--- src/core/pfe_pkg.sv ---
/* pfe_pkg: register map, field layout, bus codes and helpers of the
   peripheral flag and enable bank.
   Assumes a 32-bit AXI4-Lite bus, one register per aligned word. */
package pfe_pkg;

  // ****************************************
  // Bus and address layout
  // ****************************************
  localparam int         AW       = 16;
  localparam int         DW       = 32;
  localparam int         IW       = 12;
  localparam int         IDX_LSB  = 2;
  localparam int         BYTE_W   = 8;
  localparam int         STRB_W   = 4;
  localparam logic [1:0] RESP_OKAY   = 2'h0;
  localparam logic [1:0] RESP_SLVERR = 2'h2;

  // ****************************************
  // Register indices (byte address = index * 4)
  // ****************************************
  localparam logic [IW-1:0] IDX_CORE_EN    = 12'hebd;
  localparam logic [IW-1:0] IDX_CLKADC_EN  = 12'hebe;
  localparam logic [IW-1:0] IDX_VOLTCMP_EN = 12'hebf;
  localparam logic [IW-1:0] IDX_SERIAL_EN  = 12'hec0;
  localparam logic [IW-1:0] IDX_TIMER_EN   = 12'hec1;
  localparam logic [IW-1:0] IDX_GATE_EN    = 12'hec2;
  localparam logic [IW-1:0] IDX_GATE_FLAGS = 12'heca;
  localparam logic [IW-1:0] IDX_CC_FLAGS   = 12'hecb;
  localparam logic [IW-1:0] IDX_SYS_FLAGS  = 12'hecc;
  localparam logic [IW-1:0] IDX_IRQ_STATUS = 12'hed0;
  localparam logic [IW-1:0] IDX_IRQ_MASK   = 12'hed1;

  // ****************************************
  // Enable registers
  // ****************************************
  localparam int NUM_EN = 6;
  localparam int EN_CORE = 0;
  localparam int EN_GATE = 5;
  localparam logic [IW-1:0] EN_IDX [NUM_EN] = '{IDX_CORE_EN,
    IDX_CLKADC_EN, IDX_VOLTCMP_EN, IDX_SERIAL_EN, IDX_TIMER_EN,
    IDX_GATE_EN};
  localparam logic [BYTE_W-1:0] EN_MASK [NUM_EN] = '{8'h37, 8'hc3,
    8'hc3, 8'h33, 8'h3f, 8'h07};
  localparam logic [BYTE_W-1:0] EN_RESET = 8'h00;
  localparam int TIMER0_EN_BIT = 5;
  localparam int PINCHG_EN_BIT = 4;
  localparam int EXT_EN_LSB    = 0;
  localparam int EXT_W         = 3;
  localparam int CORE_W        = EXT_W + 2;

  // ****************************************
  // Flag vector layout
  // ****************************************
  localparam int FL_W        = 9;
  localparam int FL_GATE_LSB = 0;
  localparam int GATE_W      = 3;
  localparam int FL_CC_LSB   = 3;
  localparam int CC_W        = 2;
  localparam int FL_SCAN     = 5;
  localparam int FL_CRC      = 6;
  localparam int FL_NVM      = 7;
  localparam int FL_WAVE     = 8;
  localparam int XEN_W       = FL_W - GATE_W;
  localparam int SYS_SCAN_BIT = 7;
  localparam int SYS_CRC_BIT  = 6;
  localparam int SYS_NVM_BIT  = 5;
  localparam int SYS_WAVE_BIT = 0;
  localparam logic [FL_W-1:0] FL_RESET = 9'h000;

  // ****************************************
  // Modes and states
  // ****************************************
  localparam int CC_MODE_W = 2;
  typedef enum logic [CC_MODE_W-1:0] {
    CC_OFF = 2'h0, CC_CAPTURE = 2'h1, CC_COMPARE = 2'h2, CC_PWM = 2'h3
  } pfe_cc_mode_t;
  typedef enum logic [1:0] {WS_IDLE = 2'h1, WS_RESP = 2'h2} pfe_wstate_t;
  typedef enum logic [1:0] {RS_IDLE = 2'h1, RS_DATA = 2'h2} pfe_rstate_t;

  // ****************************************
  // Helpers
  // ****************************************
  function automatic logic cc_hit(input logic [CC_MODE_W-1:0] mode,
                                  input logic cap, input logic cmp);
    cc_hit = (mode == CC_CAPTURE && cap) || (mode == CC_COMPARE && cmp);
  endfunction : cc_hit

  function automatic logic [IW-1:0] addr_idx(input logic [AW-1:0] a);
    addr_idx = a[IDX_LSB +: IW];
  endfunction : addr_idx

  function automatic logic is_mapped(input logic [AW-1:0] a);
    logic [IW-1:0] i;
    i = addr_idx(a);
    is_mapped = (a[AW-1:IDX_LSB+IW] == '0) &&
      ((i >= IDX_CORE_EN && i <= IDX_GATE_EN) ||
       (i >= IDX_GATE_FLAGS && i <= IDX_SYS_FLAGS) ||
       i == IDX_IRQ_STATUS || i == IDX_IRQ_MASK);
  endfunction : is_mapped

endpackage : pfe_pkg

--- src/core/pfe_sticky_if.sv ---
/* pfe_sticky_if: set, write and state lines of one sticky bit bank.
   Assumes owner and bank run on the same clock. */
`timescale 1ns/10ps
interface pfe_sticky_if #(parameter int W = 9);
  logic [W-1:0] set;
  logic [W-1:0] wr_en;
  logic [W-1:0] wr_val;
  logic [W-1:0] q;
  modport owner (output set, output wr_en, output wr_val, input q);
  modport bank  (input set, input wr_en, input wr_val, output q);
endinterface : pfe_sticky_if

--- src/core/pfe_sticky_bank.sv ---
/* pfe_sticky_bank: bank of sticky bits, hardware set, software write.
   Assumes set pulses and writes are synchronous to aclk. */
`timescale 1ns/10ps
module pfe_sticky_bank
  import pfe_pkg::*;
#(
  parameter int W   = FL_W,
  parameter bit W1C = 1'b0
)
(
  input wire logic    aclk,
  input wire logic    aresetn,
  pfe_sticky_if.bank  sb
);

  // Set is ORed last so an event beats a same-cycle clear
  always_ff @(posedge aclk) begin
    if (!aresetn) begin
      sb.q <= W'(FL_RESET);
    end else if (W1C) begin
      sb.q <= sb.set | (sb.q & ~(sb.wr_en & sb.wr_val));
    end else begin
      sb.q <= sb.set | (sb.wr_en & sb.wr_val) |
              (sb.q & ~sb.wr_en);
    end
  end

endmodule : pfe_sticky_bank

--- src/core/pfe_enable_reg.sv ---
/* pfe_enable_reg: one 8-bit enable register with a field mask.
   Assumes the write strobe lasts one cycle. */
`timescale 1ns/10ps
module pfe_enable_reg
  import pfe_pkg::*;
#(
  parameter logic [BYTE_W-1:0] MASK = EN_RESET
)
(
  input  wire logic              aclk,
  input  wire logic              aresetn,
  input  wire logic              wr_stb,
  input  wire logic [BYTE_W-1:0] wr_data,
  output logic      [BYTE_W-1:0] q
);

  always_ff @(posedge aclk) begin
    if (!aresetn) begin
      q <= EN_RESET;
    end else if (wr_stb) begin
      q <= wr_data & MASK;
    end
  end

endmodule : pfe_enable_reg

--- src/core/pfe_bank_top.sv ---
/* pfe_bank_top: event flags, enable registers, request forwarding and
   an event interrupt, reached over AXI4-Lite.
   Assumes event strobes, core flags and global enables come from logic
   on aclk; strobes are one-cycle pulses. */
`timescale 1ns/10ps
module pfe_bank_top
  import pfe_pkg::*;
(
  input  wire logic                      aclk,
  input  wire logic                      aresetn,
  input  wire logic [AW-1:0]             s_axi_awaddr,
  input  wire logic                      s_axi_awvalid,
  output logic                           s_axi_awready,
  input  wire logic [DW-1:0]             s_axi_wdata,
  input  wire logic [STRB_W-1:0]         s_axi_wstrb,
  input  wire logic                      s_axi_wvalid,
  output logic                           s_axi_wready,
  output logic      [1:0]                s_axi_bresp,
  output logic                           s_axi_bvalid,
  input  wire logic                      s_axi_bready,
  input  wire logic [AW-1:0]             s_axi_araddr,
  input  wire logic                      s_axi_arvalid,
  output logic                           s_axi_arready,
  output logic      [DW-1:0]             s_axi_rdata,
  output logic      [1:0]                s_axi_rresp,
  output logic                           s_axi_rvalid,
  input  wire logic                      s_axi_rready,
  input  wire logic [GATE_W-1:0]         gate_event,
  input  wire logic [CC_W-1:0]           capcomp_capture,
  input  wire logic [CC_W-1:0]           capcomp_compare,
  input  wire logic [CC_W*CC_MODE_W-1:0] capcomp_mode,
  input  wire logic                      scan_event,
  input  wire logic                      checksum_event,
  input  wire logic                      nonvolatile_event,
  input  wire logic                      waveform_event,
  input  wire logic [XEN_W-1:0]          other_flag_enables,
  input  wire logic [CORE_W-1:0]         core_flags,
  input  wire logic                      global_enable,
  input  wire logic                      peripheral_group_enable,
  output logic      [FL_W-1:0]           flags,
  output logic      [BYTE_W-1:0]         core_source_enables,
  output logic      [BYTE_W-1:0]         clock_adc_enables,
  output logic      [BYTE_W-1:0]         voltage_comparator_enables,
  output logic      [BYTE_W-1:0]         serial_port_enables,
  output logic      [BYTE_W-1:0]         timer_event_enables,
  output logic      [BYTE_W-1:0]         timer_gate_enables,
  output logic      [FL_W-1:0]           flag_req,
  output logic                           core_req,
  output logic                           periph_req,
  output logic                           irq
);

  // ****************************************
  // Declarations
  // ****************************************
  pfe_wstate_t         ws_reg;
  pfe_wstate_t         ws_next;
  pfe_rstate_t         rs_reg;
  logic                aw_have_reg;
  logic                aw_have_next;
  logic                w_have_reg;
  logic                w_have_next;
  logic [AW-1:0]       awaddr_reg;
  logic [DW-1:0]       wdata_reg;
  logic [STRB_W-1:0]   wstrb_reg;
  logic                awready_reg;
  logic                wready_reg;
  logic                bvalid_reg;
  logic [1:0]          bresp_reg;
  logic                arready_reg;
  logic                rvalid_reg;
  logic [DW-1:0]       rdata_reg;
  logic [1:0]          rresp_reg;
  logic                aw_take;
  logic                w_take;
  logic                ar_take;
  logic                do_write;
  logic                wr_lo;
  logic                wr_hi;
  logic [IW-1:0]       wr_idx;
  logic                wr_gate;
  logic                wr_cc;
  logic                wr_sys;
  logic [FL_W-1:0]     rd_val;
  logic [IW-1:0]       rd_idx;
  logic [BYTE_W-1:0]   en_q [NUM_EN];
  logic [FL_W-1:0]     mask_reg;
  logic [FL_W-1:0]     bank_en;
  logic [CORE_W-1:0]   core_sel;
  logic                irq_reg;
  logic                core_req_reg;
  logic                periph_req_reg;
  logic [FL_W-1:0]     flag_req_reg;

  pfe_sticky_if #(.W(FL_W)) flag_if ();
  pfe_sticky_if #(.W(FL_W)) stat_if ();

  // ****************************************
  // AXI4-Lite write channel
  // ****************************************
  assign aw_take  = s_axi_awvalid && awready_reg;
  assign w_take   = s_axi_wvalid && wready_reg;
  assign do_write = ws_reg == WS_IDLE && aw_have_reg && w_have_reg;
  assign wr_idx   = addr_idx(awaddr_reg);
  assign wr_lo    = do_write && is_mapped(awaddr_reg) && wstrb_reg[0];
  assign wr_hi    = do_write && is_mapped(awaddr_reg) && wstrb_reg[1];
  assign wr_gate  = wr_lo && wr_idx == IDX_GATE_FLAGS;
  assign wr_cc    = wr_lo && wr_idx == IDX_CC_FLAGS;
  assign wr_sys   = wr_lo && wr_idx == IDX_SYS_FLAGS;

  always_comb begin
    ws_next      = ws_reg;
    aw_have_next = aw_have_reg || aw_take;
    w_have_next  = w_have_reg || w_take;
    case (ws_reg)
      WS_IDLE: begin
        if (do_write) begin
          ws_next      = WS_RESP;
          aw_have_next = 1'b0;
          w_have_next  = 1'b0;
        end
      end
      WS_RESP: begin
        if (s_axi_bready) begin
          ws_next = WS_IDLE;
        end
      end
      default: ws_next = WS_IDLE;
    endcase
  end

  always_ff @(posedge aclk) begin
    if (!aresetn) begin
      ws_reg      <= WS_IDLE;
      aw_have_reg <= 1'b0;
      w_have_reg  <= 1'b0;
      awready_reg <= 1'b0;
      wready_reg  <= 1'b0;
    end else begin
      ws_reg      <= ws_next;
      aw_have_reg <= aw_have_next;
      w_have_reg  <= w_have_next;
      awready_reg <= !aw_have_next && ws_next == WS_IDLE;
      wready_reg  <= !w_have_next && ws_next == WS_IDLE;
    end
  end

  always_ff @(posedge aclk) begin
    if (!aresetn) begin
      awaddr_reg <= '0;
      wdata_reg  <= '0;
      wstrb_reg  <= '0;
    end else begin
      if (aw_take) begin
        awaddr_reg <= s_axi_awaddr;
      end
      if (w_take) begin
        wdata_reg <= s_axi_wdata;
        wstrb_reg <= s_axi_wstrb;
      end
    end
  end

  always_ff @(posedge aclk) begin
    if (!aresetn) begin
      bvalid_reg <= 1'b0;
      bresp_reg  <= RESP_OKAY;
    end else if (do_write) begin
      bvalid_reg <= 1'b1;
      bresp_reg  <= is_mapped(awaddr_reg) ? RESP_OKAY : RESP_SLVERR;
    end else if (ws_reg == WS_RESP && s_axi_bready) begin
      bvalid_reg <= 1'b0;
    end
  end

  // ****************************************
  // AXI4-Lite read channel
  // ****************************************
  assign ar_take = s_axi_arvalid && arready_reg;
  assign rd_idx  = addr_idx(s_axi_araddr);

  // Reserved bits read as zero
  always_comb begin
    rd_val = '0;
    case (rd_idx)
      IDX_GATE_FLAGS:
        rd_val = FL_W'(flag_if.q[FL_GATE_LSB +: GATE_W]);
      IDX_CC_FLAGS:
        rd_val = FL_W'(flag_if.q[FL_CC_LSB +: CC_W]);
      IDX_SYS_FLAGS: begin
        rd_val[SYS_SCAN_BIT] = flag_if.q[FL_SCAN];
        rd_val[SYS_CRC_BIT]  = flag_if.q[FL_CRC];
        rd_val[SYS_NVM_BIT]  = flag_if.q[FL_NVM];
        rd_val[SYS_WAVE_BIT] = flag_if.q[FL_WAVE];
      end
      IDX_IRQ_STATUS: rd_val = stat_if.q;
      IDX_IRQ_MASK:   rd_val = mask_reg;
      default: begin
        for (int i = 0; i < NUM_EN; i++) begin
          if (rd_idx == EN_IDX[i]) begin
            rd_val = FL_W'(en_q[i]);
          end
        end
      end
    endcase
    if (!is_mapped(s_axi_araddr)) begin
      rd_val = '0;
    end
  end

  always_ff @(posedge aclk) begin
    if (!aresetn) begin
      rs_reg      <= RS_IDLE;
      arready_reg <= 1'b0;
      rvalid_reg  <= 1'b0;
      rdata_reg   <= '0;
      rresp_reg   <= RESP_OKAY;
    end else begin
      case (rs_reg)
        RS_IDLE: begin
          arready_reg <= 1'b1;
          if (ar_take) begin
            rs_reg      <= RS_DATA;
            arready_reg <= 1'b0;
            rvalid_reg  <= 1'b1;
            rdata_reg   <= DW'(rd_val);
            rresp_reg   <= is_mapped(s_axi_araddr) ? RESP_OKAY
                                                   : RESP_SLVERR;
          end
        end
        RS_DATA: begin
          if (s_axi_rready) begin
            rs_reg      <= RS_IDLE;
            arready_reg <= 1'b1;
            rvalid_reg  <= 1'b0;
          end
        end
        default: rs_reg <= RS_IDLE;
      endcase
    end
  end

  // ****************************************
  // Event flags
  // ****************************************
  always_comb begin
    flag_if.set = '0;
    flag_if.set[FL_GATE_LSB +: GATE_W] = gate_event;
    for (int i = 0; i < CC_W; i++) begin
      flag_if.set[FL_CC_LSB + i] = cc_hit(
        capcomp_mode[i*CC_MODE_W +: CC_MODE_W],
        capcomp_capture[i], capcomp_compare[i]);
    end
    flag_if.set[FL_SCAN] = scan_event;
    flag_if.set[FL_CRC]  = checksum_event;
    flag_if.set[FL_NVM]  = nonvolatile_event;
    flag_if.set[FL_WAVE] = waveform_event;
  end

  // Software may write either value; zero clears the flag
  always_comb begin
    flag_if.wr_en  = '0;
    flag_if.wr_val = '0;
    if (wr_gate) begin
      flag_if.wr_en[FL_GATE_LSB +: GATE_W]  = '1;
      flag_if.wr_val[FL_GATE_LSB +: GATE_W] = wdata_reg[GATE_W-1:0];
    end
    if (wr_cc) begin
      flag_if.wr_en[FL_CC_LSB +: CC_W]  = '1;
      flag_if.wr_val[FL_CC_LSB +: CC_W] = wdata_reg[CC_W-1:0];
    end
    if (wr_sys) begin
      flag_if.wr_en[FL_SCAN]  = 1'b1;
      flag_if.wr_en[FL_CRC]   = 1'b1;
      flag_if.wr_en[FL_NVM]   = 1'b1;
      flag_if.wr_en[FL_WAVE]  = 1'b1;
      flag_if.wr_val[FL_SCAN] = wdata_reg[SYS_SCAN_BIT];
      flag_if.wr_val[FL_CRC]  = wdata_reg[SYS_CRC_BIT];
      flag_if.wr_val[FL_NVM]  = wdata_reg[SYS_NVM_BIT];
      flag_if.wr_val[FL_WAVE] = wdata_reg[SYS_WAVE_BIT];
    end
  end

  // Flags hold until written; reset clears them
  pfe_sticky_bank #(.W(FL_W), .W1C(1'b0)) u_flags (
    .aclk    (aclk),
    .aresetn (aresetn),
    .sb      (flag_if.bank)
  );

  // ****************************************
  // Enable registers
  // ****************************************
  for (genvar g = 0; g < NUM_EN; g++) begin : g_en
    pfe_enable_reg #(.MASK(EN_MASK[g])) u_en (
      .aclk    (aclk),
      .aresetn (aresetn),
      .wr_stb  (wr_lo && wr_idx == EN_IDX[g]),
      .wr_data (wdata_reg[BYTE_W-1:0]),
      .q       (en_q[g])
    );
  end

  assign core_source_enables        = en_q[0];
  assign clock_adc_enables          = en_q[1];
  assign voltage_comparator_enables = en_q[2];
  assign serial_port_enables        = en_q[3];
  assign timer_event_enables        = en_q[4];
  assign timer_gate_enables         = en_q[5];

  // ****************************************
  // Request forwarding
  // ****************************************
  assign bank_en  = {other_flag_enables,
                     en_q[EN_GATE][GATE_W-1:0]};
  assign core_sel = {en_q[EN_CORE][TIMER0_EN_BIT],
                     en_q[EN_CORE][PINCHG_EN_BIT],
                     en_q[EN_CORE][EXT_EN_LSB +: EXT_W]};

  always_ff @(posedge aclk) begin
    if (!aresetn) begin
      flag_req_reg   <= '0;
      core_req_reg   <= 1'b0;
      periph_req_reg <= 1'b0;
    end else begin
      flag_req_reg <= flag_if.q & bank_en;
      core_req_reg <= global_enable &&
                      (|(core_flags & core_sel));
      periph_req_reg <= global_enable && peripheral_group_enable &&
                        (|(flag_if.q & bank_en));
    end
  end

  // ****************************************
  // Event interrupt
  // ****************************************
  always_comb begin
    stat_if.set    = flag_if.set;
    stat_if.wr_val = wdata_reg[FL_W-1:0];
    stat_if.wr_en  = '0;
    if (wr_idx == IDX_IRQ_STATUS) begin
      stat_if.wr_en = {wr_hi, {BYTE_W{wr_lo}}};
    end
  end

  pfe_sticky_bank #(.W(FL_W), .W1C(1'b1)) u_status (
    .aclk    (aclk),
    .aresetn (aresetn),
    .sb      (stat_if.bank)
  );

  always_ff @(posedge aclk) begin
    if (!aresetn) begin
      mask_reg <= FL_RESET;
    end else if (wr_idx == IDX_IRQ_MASK) begin
      if (wr_lo) begin
        mask_reg[BYTE_W-1:0] <= wdata_reg[BYTE_W-1:0];
      end
      if (wr_hi) begin
        mask_reg[FL_W-1] <= wdata_reg[FL_W-1];
      end
    end
  end

  always_ff @(posedge aclk) begin
    if (!aresetn) begin
      irq_reg <= 1'b0;
    end else begin
      irq_reg <= |(stat_if.q & mask_reg);
    end
  end

  // ****************************************
  // Outputs
  // ****************************************
  assign s_axi_awready = awready_reg;
  assign s_axi_wready  = wready_reg;
  assign s_axi_bvalid  = bvalid_reg;
  assign s_axi_bresp   = bresp_reg;
  assign s_axi_arready = arready_reg;
  assign s_axi_rvalid  = rvalid_reg;
  assign s_axi_rdata   = rdata_reg;
  assign s_axi_rresp   = rresp_reg;
  assign flags         = flag_if.q;
  assign flag_req      = flag_req_reg;
  assign core_req      = core_req_reg;
  assign periph_req    = periph_req_reg;
  assign irq           = irq_reg;
endmodule : pfe_bank_top

--- config.mk ---
export PLATFORM = sky130hd
export DESIGN_NAME = pfe_bank_top
export DESIGN_NICKNAME = d
export VERILOG_FILES = /design/src/core/pfe_pkg.sv /design/src/core/pfe_sticky_if.sv /design/src/core/pfe_sticky_bank.sv /design/src/core/pfe_enable_reg.sv /design/src/core/pfe_bank_top.sv
export SDC_FILE = /design/constraint.sdc
export NUM_CORES = 1
export LEC_CHECK = 0
export ABC_CLOCK_PERIOD_IN_PS = 5400
export BUFFER_PORTS_ARGS = -buffer_cell sky130_fd_sc_hd__buf_2
export CAP_MARGIN = 20
export CELL_PAD_IN_SITES_DETAIL_PLACEMENT = 1
export CELL_PAD_IN_SITES_GLOBAL_PLACEMENT = 1
export CORE_UTILIZATION = 38
export DETAILED_ROUTE_END_ITERATION = 12
export PLACE_DENSITY = 0.95
export SLEW_MARGIN = 20
export SYNTH_ARGS = -nofsm -noshare
export SYNTH_HDL_FRONTEND = slang
export SYNTH_SLANG_ARGS = --single-unit
--- constraint.sdc ---
create_clock -name aclk -period 5.4 [get_ports aclk]
set_clock_uncertainty 0.1 [all_clocks]
set_input_delay 0.27 -clock aclk [delete_from_list [all_inputs] [get_ports aclk]]
set_output_delay 0.27 -clock aclk [all_outputs]
set_load 0.005 [all_outputs]
# Word level (Yosys, flattened, before mapping)
# Cells that the tools add are included.
[word_totals] ff_bits=116 elab_cells=180 in_bits=103 out_inout_bits=110
[classes] reduce_logical=60 n_bitwise=12 order_cmp=8 mux=38 n_eq_ne=33
[op_table] operator="$eq A12 B12 Y1 const B" count=22
[op_table] operator="$mux W9" count=7
[op_table] operator="$and A9 B9 Y9" count=6
[op_table] operator="$ge A12 B12 Y1 const B" count=4
[op_table] operator="$le A12 B12 Y1 const B" count=4
[op_table] operator="$logic_and A1 B1 Y1" count=33
[op_table] operator="$or A9 B9 Y9" count=3
[op_table] operator="$pmux W4 S5" count=1
[op_table] operator="$not A9 Y9" count=2
[op_table] operator="$reduce_or A9 Y1" count=2
[op_table] operator="$mux W2" count=8
[op_table] operator="$pmux W3 S4" count=1
[op_table] operator="$eq A2 B1 Y1 const B" count=5
[op_table] operator="$logic_or A1 B1 Y1" count=10
[op_table] operator="$mux W1" count=10
[op_table] operator="$reduce_and A2 Y1" count=5
[op_table] operator="$eq A2 B2 Y1 const B" count=4
[op_table] operator="$mux W4" count=2
[op_table] operator="$pmux W2 S2" count=2
[op_table] operator="$mux W3" count=2
[op_table] operator="$mux W6" count=1
[op_table] operator="$and A5 B5 Y5" count=1
[op_table] operator="$pmux W1 S5" count=1
[op_table] operator="$reduce_or A5 Y1" count=1
[op_table] operator="other kinds (9)" count=14

# Logic depth before layout (Yosys ltp)
[logic_depth] depth_word=13 depth_mapped=8 mapped_depth_nobuf=7

# By module
# A second synthesis with hierarchy kept.
[unflattened] hier_cells=702 hier_area_um2=6033.3
[by_module_without_submodules] mod="pfe_bank_top" n_inst=1 seq_area_each_um2=1361.3 cells_each=527 area_per_inst_um2=4176.5
[by_module_without_submodules] mod="pfe_enable_reg (g_en[1].u_en ...)" n_inst=3 seq_area_each_um2=80.1 cells_each=18 area_per_inst_um2=190.2
[by_module_without_submodules] mod="pfe_sticky_bank (u_flags)" n_inst=1 seq_area_each_um2=180.2 cells_each=28 area_per_inst_um2=354.1
[by_module_without_submodules] mod="pfe_sticky_bank (u_status)" n_inst=1 seq_area_each_um2=180.2 cells_each=36 area_per_inst_um2=315.3
[by_module_without_submodules] mod="pfe_enable_reg (g_en[4].u_en)" n_inst=1 seq_area_each_um2=120.1 cells_each=22 area_per_inst_um2=247.7
[by_module_without_submodules] mod="pfe_enable_reg (g_en[0].u_en)" n_inst=1 seq_area_each_um2=100.1 cells_each=20 area_per_inst_um2=219.0
[by_module_without_submodules] mod="pfe_enable_reg (g_en[5].u_en)" n_inst=1 seq_area_each_um2=60.1 cells_each=15 area_per_inst_um2=150.1

# Worst setup path before layout
# No wires, ideal clock.
[synth_path] path_type="register to register" start="register ws_reg[1]" end="register g_en[4].u_en.q[0]" setup_time_ns=0.128 stages_incl_launch_ff=9 required_ns=5.172 arrival_ns=1.939 n_path_buf=1 synth_period_minus_slack_ns=2.167 setup_slack_ns=3.233 path_cell_list="dfxtp_1 -> inv_1 -> ha_1 -> nand3_1 -> buf_6 -> or4_4 -> nor4_4 -> mux2i_1 -> nor2_1"
[synth_between] elab_chain_len=6
[synth_lines] element="start: declaration" line="pfe_bank_top.sv:56" text="pfe_wstate_t ws_reg;"
[synth_lines] element="start signal: assignment" line="pfe_bank_top.sv:140" text="ws_reg <= ws_next;"
[synth_lines] element="$eq A2 B1 Y1" line="pfe_bank_top.sv:103" text="assign do_write = ws_reg == WS_IDLE && aw_have_reg && w_have_reg;"
[synth_lines] element="$logic_and A1 B1 Y1 (2 in series)" line="pfe_bank_top.sv:103"
[synth_lines] element="$logic_and A1 B1 Y1 (2 in series)" line="pfe_bank_top.sv:105" text="assign wr_lo = do_write && is_mapped(awaddr_reg) && wstrb_reg[0];"
[synth_lines] element="$logic_and A1 B1 Y1" line="pfe_bank_top.sv:298" text=".wr_stb (wr_lo && wr_idx == EN_IDX[g]),"
[synth_lines] element="end signal: assignment" line="pfe_enable_reg.sv:21" text="q <= wr_data & MASK;"
[synth_lines] element="end: declaration" line="pfe_enable_reg.sv:14" text="output logic [BYTE_W-1:0] q"
# No other way between the ends.
# A chain may end at the register's enable or synchronous reset.

# Worst setup path after layout
# Same ends and word-level chain as after synthesis.

==> impl_metrics.env <==
export IMPL_synth_xor_area_frac=0
export IMPL_fp_dieH_um=122
export IMPL_synth_top_family_by_area="simple AND/OR/NAND/NOR gates"
export IMPL_grt_remaining_overflow=0
export IMPL_fin_cells=922
export IMPL_syn_area_sq_um=5460
export IMPL_critPathRequiredTime_ps=5520
export IMPL_dp_cells=906
export IMPL_max_freq_mhz=371
export IMPL_seq_area_sq_um=2240
export IMPL_grtUsageTotal=0.242
export IMPL_largest_reg_flops=26
export IMPL_worst_ep_arrival_time_ps=2810
export IMPL_power_switching_w=0.000543
export IMPL_synthAdderAreaFrac=0.00459
export IMPL_final_max_slew_violation_count=0
export IMPL_p_leak_nw=2.76
export IMPL_drive_gt1_frac=0.240
export IMPL_timing_setup_tns_ps=0
export IMPL_die_area_sq_um=14800
export IMPL_syn2layout_area_growth_pct=16.2
export IMPL_p_seq_frac=0.516
export IMPL_final_nets=842
export IMPL_clkSlewWorstSetupHoldPaths_ps=80
export IMPL_finalCritPeriodShare=0.499
export IMPL_post_cts_buffers=0
export IMPL_setup_worst_path_start_class="flop"
export IMPL_synth_cell_types=71
export IMPL_tightest_slew_ps=997
export IMPL_place_gp_congestion=0.901
export IMPL_synth_compound_area_frac=0.172
export IMPL_antenna_found_initial=2
export IMPL_port_buffers=136
export IMPL_hp_class="in -> reg"
export IMPL_dp_hpwl_um=12500
export IMPL_wire_per_inst_um=19.1
export IMPL_tritoncts="built"
export IMPL_crit_fanout=11
export IMPL_grt_max_degree=43
export IMPL_yosys_warnings=0
export IMPL_yosys_area_share_simple=0.199
export IMPL_viasPerCell=5.46
export IMPL_drc_errors=0
export IMPL_grt_pass1_wl_um=27300
export IMPL_clock_tree_root_cell="clkbuf_16"
export IMPL_fillers=1708
export IMPL_cts_buffers=9
export IMPL_synth_edf_count=0
export IMPL_cts_buffer_depth=2
export IMPL_ys_seq_elements=112
export IMPL_vias=5034
export IMPL_pwr_share_clk=0.357
export IMPL_worstSetupEndpointType="flop"
export IMPL_cts_sinks=112
export IMPL_maxCapViolations=0
export IMPL_yosysSeqAreaShare=0.411
export IMPL_postCtsHoldBufs=0
export IMPL_synth_main_ff_cell="dfxtp_1"
export IMPL_peakVddDrop_mv=0.159
export IMPL_num_antenna_cells=0
export IMPL_p_int_w=0.00129
export IMPL_rows=43
export IMPL_core_sq_um=13900
export IMPL_combPwrFrac=0.127
export IMPL_cts_resized=0
export IMPL_grt_pass1_vias=5091
export IMPL_die_x_um=122
export IMPL_finalSetupViolCount=0
export IMPL_drt_initial_drc_count=323
export IMPL_synthCells=620
export IMPL_multi_input_area_sq_um=2840
export IMPL_htree_levels=3
export IMPL_start_util=0.392
export IMPL_syn_avg_cell_area_sq_um=8.80
export IMPL_relSlewSlack=0.329
export IMPL_ant_nets=0
export IMPL_synth_area_mux_share=0.112
export IMPL_rsz0062_at_grt="false"
export IMPL_p_sw_frac=0.297
export IMPL_status="complete, no violations"
export IMPL_crit_type="reg -> reg"
export IMPL_clock_latency_ps=360
export IMPL_hold_violations=0
export IMPL_finalCriticalPeriod_ps=2690
export IMPL_p_per_area_nw_per_um2=288
export IMPL_drt_first_pass_iters=5
export IMPL_async_flop_share=0
export IMPL_totalWireLength_um=17700
export IMPL_io_pins=213
==> cells by family (layout without fill, tap and decap cells) <==
| kind of cell | Yosys count | after routing |
|---|---|---|
| other | 1 | 47 |
| multiplexers | 60 | 60 |
| AND/OR/NAND/NOR | 212 | 212 |
| AO/OA/AOI/OAI | 139 | 139 |
| flip-flops | 112 | 112 |
| buffers and inverters | 94 | 170 |
| adder cells (fa/ha/maj) | 2 | 2 |
==> per-stage QoR <==
step           hold slack [ps]  total power [W]  cell area (sq um)   util  setup slack [ps]
6_report                  37.0          0.00183               6340  0.455              2710
5_1_grt                   54.4          0.00190               6340  0.455              2540
4_1_cts                   36.7          0.00183               6340  0.455              2710
3_5_place_dp               337          0.00119               6060  0.435              2690
3_3_place_gp               336          0.00117               6060  0.435              2870
2_1_floorplan              286          0.00111               5630      -              3230
==> area by class of cell <==
class | instances | share of cell area
clock buffers | 10 | 0.0361
clock inverters | 6 | 0.00868
inverters | 17 | 0.0101
multi-input cells | 460 | 0.448
flip-flops and latches | 112 | 0.353
well taps | 180 | 0.0355
repair buffers | 137 | 0.108
==> critical path: stages, from the launching register on <==
cell and delay, ps:
dfxtp_1 330, inv_1 60, ha_1 220, nand3_1 340
or4_4 640, nor4_4 510, mux2i_1 280, nor2_1 60
==> final timing paths <==
kind               startpoint                 to  slack [ps]  cells past startpoint
max                 ws_reg[1]  g_en[4].u_en.q[0]        2710                      7
min          s_axi_awaddr[14]     awaddr_reg[14]          40                      3
max reg2reg         ws_reg[1]  g_en[4].u_en.q[0]        2710                      7
min reg2reg    s_axi_rdata[3]     s_axi_rdata[3]         340                      2
==> power groups by stage <==
stage               logic [W]  clock network [W]  registers (W)
detailed placement   0.000229                  0       0.000959
floorplan            0.000184                  0       0.000929
CTS                  0.000233           0.000659       0.000941
finish               0.000232           0.000654       0.000943
global route         0.000260           0.000691       0.000949
global placement     0.000218                  0       0.000955
==> synthesized netlist by cell type, types with 5 or more instances <==
| cell | count | area share |
|---|---|---|
| a31oi_1 | 10 | 0.011 |
| nand2b_1 | 5 | 0.0057 |
| nand2_1 | 79 | 0.054 |
| a22o_1 | 12 | 0.019 |
| mux2i_1 | 51 | 0.094 |
| and2_1 | 6 | 0.0069 |
| nand4_1 | 5 | 0.0057 |
| nor2_1 | 53 | 0.036 |
| and3_1 | 9 | 0.010 |
| nand3_1 | 5 | 0.0046 |
| nor2b_1 | 6 | 0.0069 |
| a21oi_1 | 46 | 0.042 |
| o21ai_0 | 15 | 0.014 |
| clkbuf_1 | 24 | 0.017 |
| mux2_2 | 9 | 0.019 |
| o21a_1 | 6 | 0.0083 |
| buf_4 | 47 | 0.065 |
| inv_1 | 17 | 0.012 |
| dfxtp_1 | 112 | 0.41 |
| nor4_1 | 5 | 0.0057 |
| nor3_1 | 7 | 0.0064 |
==> routing by layer <==
layer | vias to the layer above | global-route usage | part of all wire
met5 | - | 0 | 0.00074
met4 | 2 | 0.103 | 0.023
met3 | 33 | 0.0398 | 0.065
met2 | 221 | 0.418 | 0.50
met1 | 2424 | 0.295 | 0.42
li1 | 2354 | - | -
==> cell usage in the layout, fill, tap and decap left out, drive strengths merged, types with 3 or more instances in the layout <==
cell type / Yosys / routed
and2: 6 / 6
nand3: 5 / 5
conb: 1 / 47
and3: 9 / 9
a221oi: 4 / 4
nand3b: 4 / 4
dfxtp: 112 / 112
buf: 53 / 137
o22ai: 4 / 4
mux2i: 51 / 51
a22o: 12 / 12
a2111oi: 3 / 3
nor2b: 6 / 6
mux2: 9 / 9
o21ai: 16 / 16
a32oi: 4 / 4
inv: 17 / 19
nand2b: 5 / 5
clkinv: 0 / 3
nor2: 53 / 53
nand4: 5 / 5
nor3: 10 / 10
nand4b: 3 / 3
o211ai: 4 / 4
a31oi: 10 / 10
a21oi: 46 / 46
clkbuf: 24 / 10
a22oi: 4 / 4
nand2: 79 / 79
nor4: 7 / 7
o21a: 6 / 6
or2: 5 / 5
a222oi: 3 / 3
o2bb2ai: 4 / 4
or4: 3 / 3
Note: power is estimated with default switching activity, not from simulation.
